==> src/pc_stack_pkg.sv <==
package pc_stack_pkg;

   // ************************************************************
   // widths and depths
   // ************************************************************
   localparam int PC_WIDTH       = 13;
   localparam int LOW_WIDTH      = 8;
   localparam int HIGH_WIDTH     = 5;
   localparam int BRANCH_WIDTH   = 11;
   localparam int PAGE_WIDTH     = 2;
   localparam int STACK_DEPTH    = 8;
   localparam int PTR_WIDTH      = 3;

   // ************************************************************
   // field positions inside the high latch
   // ************************************************************
   localparam int PAGE_LSB       = 3;

   // ************************************************************
   // reset values and default interrupt vector
   // ************************************************************
   localparam logic [12:0] PC_RESET    = 13'h0000;
   localparam logic [4:0]  LATCH_RESET = 5'h00;
   localparam logic [2:0]  PTR_RESET   = 3'h0;
   localparam logic [12:0] VECTOR_DEF  = 13'h0004;

   // ************************************************************
   // sequencing operation from the decoder
   // ************************************************************
   typedef enum logic [2:0] {
      OP_STEP,
      OP_JUMP,
      OP_CALL,
      OP_RETURN,
      OP_LOW_WRITE,
      OP_IRQ,
      OP_HOLD
   } seq_op_e;

   typedef struct packed {
      seq_op_e     op;
      logic [10:0] target;
      logic [7:0]  lowData;
   } seq_req_s;

   typedef struct packed {
      logic        latchWrite;
      logic [4:0]  latchData;
   } latch_req_s;

endpackage

==> src/return_stack.sv <==
`timescale 1ns/1ps
module return_stack #(
   parameter int DEPTH = pc_stack_pkg::STACK_DEPTH,
   parameter int WIDTH = pc_stack_pkg::PC_WIDTH
) (
   input  wire logic             clk_sys,
   input  wire logic             srst,
   input  wire logic             push,
   input  wire logic             pop,
   input  wire logic [WIDTH-1:0] pushData,
   output logic      [WIDTH-1:0] topData
);

   localparam int PW = $clog2(DEPTH);

   logic [WIDTH-1:0] mem [DEPTH];
   logic [PW-1:0]    ptr_q;
   logic [PW-1:0]    ptr_d;

   // pointer next value; no overflow or underflow flag exists
   always_comb begin
      ptr_d = ptr_q;
      if (push) begin
         ptr_d = PW'(ptr_q + 1'b1);
      end else if (pop) begin
         ptr_d = PW'(ptr_q - 1'b1);
      end
   end

   always_ff @(posedge clk_sys) begin
      if (srst) begin
         ptr_q <= PW'(pc_stack_pkg::PTR_RESET);
      end else begin
         ptr_q <= ptr_d;
      end
   end

   // entries are not cleared: stale values are legal after underflow
   always_ff @(posedge clk_sys) begin
      if (push) begin
         mem[PW'(ptr_q + 1'b1)] <= pushData;
      end
   end

   // top entry at the current pointer feeds a pop
   assign topData = mem[ptr_q];

endmodule

==> src/pc_stack_paging.sv <==
`timescale 1ns/1ps
// Functional notes
// - 13-bit pc, low byte readable and writable
// - high pc bits never readable by software
// - every reset clears the high pc bits
// - low byte write loads high from latch
// - call/jump: 11 instruction bits, latch page bits
// - arithmetic low byte write is computed jump
// - eight entry 13-bit private return stack
// - stack pointer hidden from software entirely
// - push pc+1 on call or interrupt branch
// - pop stack on any return kind
// - push and pop leave latch unchanged
// - circular stack, ninth push overwrites first
// - no overflow or underflow indication
// - pc spans 8K contiguous program words
// - return restores all 13 bits from stack
module pc_stack_paging #(
   parameter logic [12:0] VECTOR = pc_stack_pkg::VECTOR_DEF
) (
   input  wire logic                    clk_sys,
   input  wire logic                    srst,
   input  wire pc_stack_pkg::seq_req_s  seqReq,
   input  wire pc_stack_pkg::latch_req_s latchReq,
   output logic [12:0]                  fetchAddr,
   output logic [7:0]                   pcLowRead,
   output logic [4:0]                   latchRead
);

   // ************************************************************
   // state
   // ************************************************************
   logic [12:0] pc_q;
   logic [12:0] pc_d;
   logic [4:0]  pcHighLatch_q;
   logic [4:0]  pcHighLatch_d;
   logic [7:0]  lowRead_q;
   logic [7:0]  lowRead_d;
   logic [12:0] stackTop;
   logic        doPush;
   logic        doPop;
   logic [12:0] pcInc;

   assign pcInc  = 13'(pc_q + 1'b1);                  // 8K space wraps
   assign doPush = (seqReq.op == pc_stack_pkg::OP_CALL) ||
                   (seqReq.op == pc_stack_pkg::OP_IRQ);
   assign doPop  = (seqReq.op == pc_stack_pkg::OP_RETURN);

   // ************************************************************
   // return stack
   // ************************************************************
   // pointer lives inside the stack with no port out
   return_stack #(
      .DEPTH (pc_stack_pkg::STACK_DEPTH),
      .WIDTH (pc_stack_pkg::PC_WIDTH)
   ) u_stack (
      .clk_sys  (clk_sys),
      .srst     (srst),
      .push     (doPush),
      .pop      (doPop),
      .pushData (pcInc),                               // return address
      .topData  (stackTop)
   );

   // ************************************************************
   // program counter next value
   // ************************************************************
   // one op per cycle, decoder guarantees page bits set
   always_comb begin
      pc_d = pc_q;
      unique case (seqReq.op)
         pc_stack_pkg::OP_STEP: begin
            pc_d = pcInc;
         end
         pc_stack_pkg::OP_JUMP,
         pc_stack_pkg::OP_CALL: begin
            pc_d = {pcHighLatch_q[pc_stack_pkg::PAGE_LSB +: pc_stack_pkg::PAGE_WIDTH],
                    seqReq.target};
         end
         pc_stack_pkg::OP_RETURN: begin
            pc_d = stackTop;                           // latch ignored
         end
         pc_stack_pkg::OP_LOW_WRITE: begin
            // add result or move both land here: computed jump
            pc_d = {pcHighLatch_q, seqReq.lowData};
         end
         pc_stack_pkg::OP_IRQ: begin
            pc_d = VECTOR;
         end
         pc_stack_pkg::OP_HOLD: begin
            pc_d = pc_q;
         end
         default: begin
            pc_d = pc_q;                               // illegal code: hold
         end
      endcase
   end

   // ************************************************************
   // high latch: only software writes touch it
   // ************************************************************
   always_comb begin
      pcHighLatch_d = pcHighLatch_q;
      if (latchReq.latchWrite) begin
         pcHighLatch_d = latchReq.latchData;
      end
   end

   // low byte read path; high bits never exposed
   always_comb begin
      lowRead_d = pc_d[7:0];
   end

   // ************************************************************
   // registers
   // ************************************************************
   always_ff @(posedge clk_sys) begin
      if (srst) begin
         pc_q          <= pc_stack_pkg::PC_RESET;
         pcHighLatch_q <= pc_stack_pkg::LATCH_RESET;
         lowRead_q     <= pc_stack_pkg::PC_RESET[7:0];
      end else begin
         pc_q          <= pc_d;
         pcHighLatch_q <= pcHighLatch_d;
         lowRead_q     <= lowRead_d;
      end
   end

   assign fetchAddr = pc_q;
   assign pcLowRead = lowRead_q;
   assign latchRead = pcHighLatch_q;

endmodule

==> config.mk <==
export PLATFORM = sky130hd
export DESIGN_NAME = pc_stack_paging
export DESIGN_NICKNAME = d
export VERILOG_FILES = /design/src/pc_stack_pkg.sv /design/src/return_stack.sv /design/src/pc_stack_paging.sv
export SDC_FILE = /design/constraint.sdc
export NUM_CORES = 1
export LEC_CHECK = 0
export ABC_CLOCK_PERIOD_IN_PS = 2900
export CAP_MARGIN = 40
export CORE_ASPECT_RATIO = 1.75
export CORE_MARGIN = 3
export CORE_UTILIZATION = 63
export DETAILED_ROUTE_END_ITERATION = 6
export DONT_BUFFER_PORTS = 1
export GPL_TIMING_DRIVEN = 0
export PLACE_DENSITY_LB_ADDON = 0.08
export SYNTH_ARGS = -nofsm -noshare
export SYNTH_HDL_FRONTEND = slang
export SYNTH_SLANG_ARGS = --single-unit
==> constraint.sdc <==
create_clock -name clk_sys -period 2.9 [get_ports clk_sys]
set_clock_uncertainty 0.2 [all_clocks]
set_input_delay 0.145 -clock clk_sys [delete_from_list [all_inputs] [get_ports clk_sys]]
set_output_delay 0.145 -clock clk_sys [all_outputs]
set_load 0.01 [all_outputs]
; ---- Yosys cells after proc, flatten, opt, wreduce, memory -nomap -nowiden
; Memories as Yosys holds them, arrays and structs flattened. A register that Yosys moved wholly into a read port is not among the register bits.
; Index checks and enable logic that the tools add are counted.
[word_totals]
regBits = 21
mem_bits_rw = 104
input_bits = 30
out_inout_bits = 26
elab_cells = 25
mem_count = 1
[op_classes]
n_addsub = 3
n_eq_ne = 5
muxes = 7
reduce_logical = 5
[mem_list]
columns = name, words, width, read_ports, rd_clocked_by_memory_dff, write_ports, line
row1 = u_stack.mem, 8, 13, 1, 1, 1, return_stack.sv:16  ; logic [WIDTH-1:0] mem [DEPTH];
[ops]
columns = cell, count
row1 = $pmux W13 S5, 1
row2 = $add A13 B1 Y13 const B, 1
row3 = $mux W3, 4
row4 = $eq A3 B2 Y1 const B, 2
row5 = $eq A3 B3 Y1 const B, 2
row6 = $reduce_bool A5 Y1, 1
row7 = $add A3 B1 Y3 const B, 1
row8 = $eq A3 B1 Y1 const B, 1
row9 = $logic_not A3 Y1, 1
row10 = $sub A3 B1 Y3 const B, 1
row11 = $mux W1, 2
row12 = $reduce_bool A2 Y1, 1
row13 = $reduce_or A2 Y1, 1
row14 = $logic_or A1 B1 Y1, 1

; ---- Longest topological paths before layout
[depth]
depth_word = 5
mapped_depth = 7
ltp_nobuf = 6

; ---- By module
; From an unflattened synthesis, not the netlist that was laid out.
[hier_totals]
hier_cells = 396
hier_area_um2 = 5913.2
[modules_own_cells]
columns = module, n_inst, cells_each, area_per_inst_um2, seq_area_each_um2
row1 = return_stack, 1, 184, 4281.6, 3243.1
row2 = pc_stack_paging, 1, 212, 1631.6, 360.3

; ---- Worst setup path after synthesis
; Ideal clock, no wire load.
[synth_path]
kind = input to register
from = input port seqReq[19] (netlist bit)
to = memory u_stack.mem[1][0] (netlist bit) (enable)
setup_time_ns = 0.400
arrival_ns = 1.925
required_time_ns = 2.300
path_slack_ns = 0.376
path_stages = 6
n_path_buf = 2
path_cell_list = buf_4 -> clkbuf_1 -> nand3_1 -> o21ai_0 -> nand2_1 -> nor3_1
[synth_between]
elab_chain_cells = 4
word_cells_on_any_way = 5
classes_between = eq/ne (2) / mux (2) / reduce/logical (1)
[synth_rtl]
columns = item, line
row1 = from (decl), pc_stack_paging.sv:23  ; input wire pc_stack_pkg::seq_req_s seqReq,
row2 = $eq A3 B2 Y1 or $eq A3 B3 Y1 (tied branches), "pc_stack_paging.sv:45, pc_stack_paging.sv:46"
row3 = $logic_or A1 B1 Y1 (*), pc_stack_paging.sv:45  ; assign doPush = (seqReq.op == pc_stack_pkg::OP_CALL) ||
row4 = $mux W1 (*), return_stack.sv:40  ; if (push) begin
row5 = $mux W1 (not written as such) (*), return_stack.sv:41  ; mem[PW'(ptr_q + 1'b1)] <= pushData;
row6 = to (decl), return_stack.sv:16
; Mark *: on every way between the ends. The rest lies on a longest branch, timed or not.

; ---- Worst setup path after layout
[layout_path]
from = register pc_q[2], in the netlist fetchAddr[2]
to = register pc_q[3], in the netlist fetchAddr[3]
[layout_between]
elab_chain_cells = 2
[layout_rtl]
columns = item, line
row1 = from (decl), pc_stack_paging.sv:33  ; logic [12:0] pc_q;
row2 = from (signal assigned), pc_stack_paging.sv:119  ; pc_q <= pc_stack_pkg::PC_RESET;
row3 = from (signal assigned), pc_stack_paging.sv:123  ; pc_q <= pc_d;
row4 = $add A13 B1 Y13, pc_stack_paging.sv:44  ; assign pcInc = 13'(pc_q + 1'b1);
row5 = via pcInc[3], pc_stack_paging.sv:42  ; logic [12:0] pcInc;
row6 = $pmux W13 S5, pc_stack_paging.sv:71  ; unique case (seqReq.op)
; The timed path passes the listed nets, and every way through them passes these cells.
; A chain may end at the register's enable or synchronous reset.

==> key figures <==
Route
  • Wire length per cell: 24.48 um
  • ANT nets after route: 0
  • DR WL met3: 1.151 mm
  • 1st-iter DRT viols: 389
  • First-pass DRT Iterations: 6
  • DRC viols: 0
  • Top Layer Used: met4
  • DR WL met2: roughly 7.3 mm
  • Wire length on met1: around 5 mm
  • Via count: 3695
  • Vias per cell: 6.482
  • Final Routed Wirelength: 13.95 mm

Run status
  • Status: finished clean

Die
  • Die height: 131.3 um
  • FP Rows: between 40 and 50
  • Core Footprint: 8727 sq um
  • Die area: 10190 sq um
  • Starting density of the core: 0.6476
  • Die Width: 77.60 um
  • # IOs: 56

Timing
  • Final hold slack: 0.005048 ns
  • Setup Total Neg Slack: 0 ns
  • Hold Fails Final Rpt: 0
  • Max-slew violations: 0
  • Fin crit period: 2.833 ns
  • Slew HR: 0.4212
  • Worst-margin pin slew: 0.8619 ns
  • F_max: 0.3530 GHz
  • Final worst path period share: 0.9769
  • RSZ-0062 raised after global routing: true
  • Final Setup Violations: 0

Placed design
  • Placed cells: between 500 and 600
  • Final GP Congestion: approximately 0.85
  • Port bufs: 0
  • Placed inst area: 5933 sq um
  • Hpwl dp: 9.220 mm

CTS
  • Total clock sinks: 128
  • Clk buf depth: 2
  • CTS tree: yes
  • Clock root cell: clkbuf_16
  • Number of post-CTS setup repair buffers: 0
  • Clk slew on worst S/H paths: 0.06 ns
  • Worst skew pair latency: 0.42 ns
  • CTS Buf Count: 17
  • H-Tree Depth: 4

Setup path
  • Worst-path fanout max: 9
  • Crit path kind: reg2reg
  • Req. time, crit path: 3.03 ns
  • Startpoint types: flop
  • CP Data Arrival Time: 2.96 ns
  • Worst r2r src: fetchAddr[2]$_SDFFE_PP0P_
  • CP startpoint: fetchAddr[2]$_SDFFE_PP0P_
  • CP Capture Type: flop

Global route
  • First-pass GRT wire length: 21.27 mm
  • Total track usage: 0.2878
  • Vias in the first global route: between 3000 and 4000
  • Initial antenna violation count: 0
  • Largest net degree at the start of global routing: 17
  • GRT Residual Overflow: 0

Synth
  • Synth area leaders: edfxtp_1 (55%), dfxtp_1 (8.5%), mux4_1 (7.0%), mux4_2 (3.6%), mux2i_1 (2.5%)
  • Mapped Cells: 384
  • Synth async-reset ratio: 0
  • Synth top cells by count: edfxtp_1 (104), nor2_1 (34), dfxtp_1 (24), nand2_1 (21)
  • Post-synth cell types: 44
  • Seq/Total Area, Yosys: 0.6376
  • Syn nets: between 400 and 500
  • Count leader, synth: edfxtp_1
  • FF+latch count, synth: around 130
  • Syn avg cell area: ~15 sq um
  • Largest area contributor in the netlist: edfxtp_1
  • Yosys Warn Count: 0
  • Mapped cell area: 5652 sq um
  • Post-synth top area share: 0.5526
  • EDFF count, synth: approximately 100
  • Top FF cell, synth: edfxtp_1

Power
  • Leak: 0.002374 uW
  • VDD IR max: 0.6104 mV
  • Pwr/cell area: a little under 700 nW/um^2
  • Total power: 4697 uW

Cells and area
  • Layout cells sized above 1: 0.1943
  • Fin cells: 570
  • Final Cell Area: approximately 6800 sq um
  • P&R area growth vs syn: 20.28%
  • # diodes: 0
  • Nets: 473

Worst hold path
  • Worst hold start: seqReq[8]
  • Hold WC Path Type: in2reg

Run
  • Max-cap violations: 0
-- critical path: stages, from the launching register on --
cell	delay (ns)
dfxtp_1	0.60
nand3_1	0.15
xnor2_1	0.71
o21bai_1	0.13
o211a_1	0.17
dlygate4sd3_1	0.57
a211oi_1	0.20
-- per-layer routing --
metal	vias up	track usage
met2	221	0.4809
met3	45	0.07819
met1	1827	0.3369
met5	-	0
li1	1602	-
met4	0	0.1446
-- state kept, by name (all words and copies together) (netlist names), named ones only --
register and flops:
u_stack.ptr_q 3, fetchAddr 13, u_stack.mem 104, latchRead 5
-- final timing paths --
kind                                                      end  slack (ns)  depth (start not counted)
worst min-delay path                fetchAddr[0]$_SDFFE_PP0P_       0.005                          4
worst max register to register      fetchAddr[3]$_SDFFE_PP0P_        0.07                          6
worst max-delay path                fetchAddr[3]$_SDFFE_PP0P_        0.07                          6
worst min register to register  u_stack.ptr_q[1]$_SDFFE_PP0N_        0.34                          2
-- kinds of logic (layout without fill, tap and decap cells) --
kind of cell               Yosys count  in the layout  share of synthesized area
xor gates and xnor gates            15             15                    0.02325
adders and majority gates            3              3                   0.006642
buffers and inverters               39            108                    0.03963
muxes                               47             47                     0.1483
AOI/OAI and AO/OA                   63             63                    0.07483
DFF                                128            128                     0.6376
and+or+nand+nor                     89             89                    0.06974
-- cell type report --
| class | count | area (sq um) |
|---|---|---|
| fill | 514 | 1929 |
| inverter | 9 | 33.78 |
| clock inverter | 12 | 142.6 |
| timing repair buffer | 37 | 375.4 |
| buffer | 30 | 190.2 |
| tap | 117 | 146.4 |
| clock buffer | 20 | 436.7 |
| sequential | 128 | 3603 |
| multi-input combinational | 217 | 1869 |
-- power breakdown --
group          internal (uW)  total [uW]  switching (uW)
clock network           1340        2080             739
registers               2070        2140            62.0
logic                    216         484             268
-- through the flow --
stage | setup WS [ns] | utilization
2_1_floorplan | 0.3757 | -
3_3_place_gp | -1.038 | 0.6644
3_5_place_dp | 0.08653 | 0.6799
4_1_cts | 0.1483 | 0.7772
5_1_grt | -0.02632 | 0.7789
6_report | 0.06696 | 0.7789
-- repair_timing --
| action | 4_1_cts | 5_1_grt |
|---|---|---|
| endpoints found under the hold margin | 22 | 0 |
| endpoints found under the setup margin | 0 | 2 |
| hold buffers | 27 | 0 |
| resized for setup | 0 | 2 |
-- layout by cell type, fill, tap and decap left out, types with 3 or more instances in the layout --
master and n:
nor2_1 30, nand2_1 21, buf_2 7, clkinv_1 3, a22oi_1 3, mux2_2 9, o22ai_1 4, a211oi_1 6
o211a_1 3, dfxtp_1 24, mux4_2 9, o21bai_1 3, mux2i_1 14, xor2_1 6, clkbuf_1 9, mux4_1 15
buf_1 3, inv_1 8, clkinv_2 4, nand3_1 8, o21ai_0 13, dlygate4sd3_1 27, edfxtp_1 104, nor3_1 11
o211ai_1 3, clkbuf_16 17, nor2_2 4, buf_4 16, ha_1 3, xnor2_1 7, a21oi_1 14, bufinv_16 3
nor3_2 4, a221oi_1 6, buf_6 5
Power figures use the tool's default switching activity.
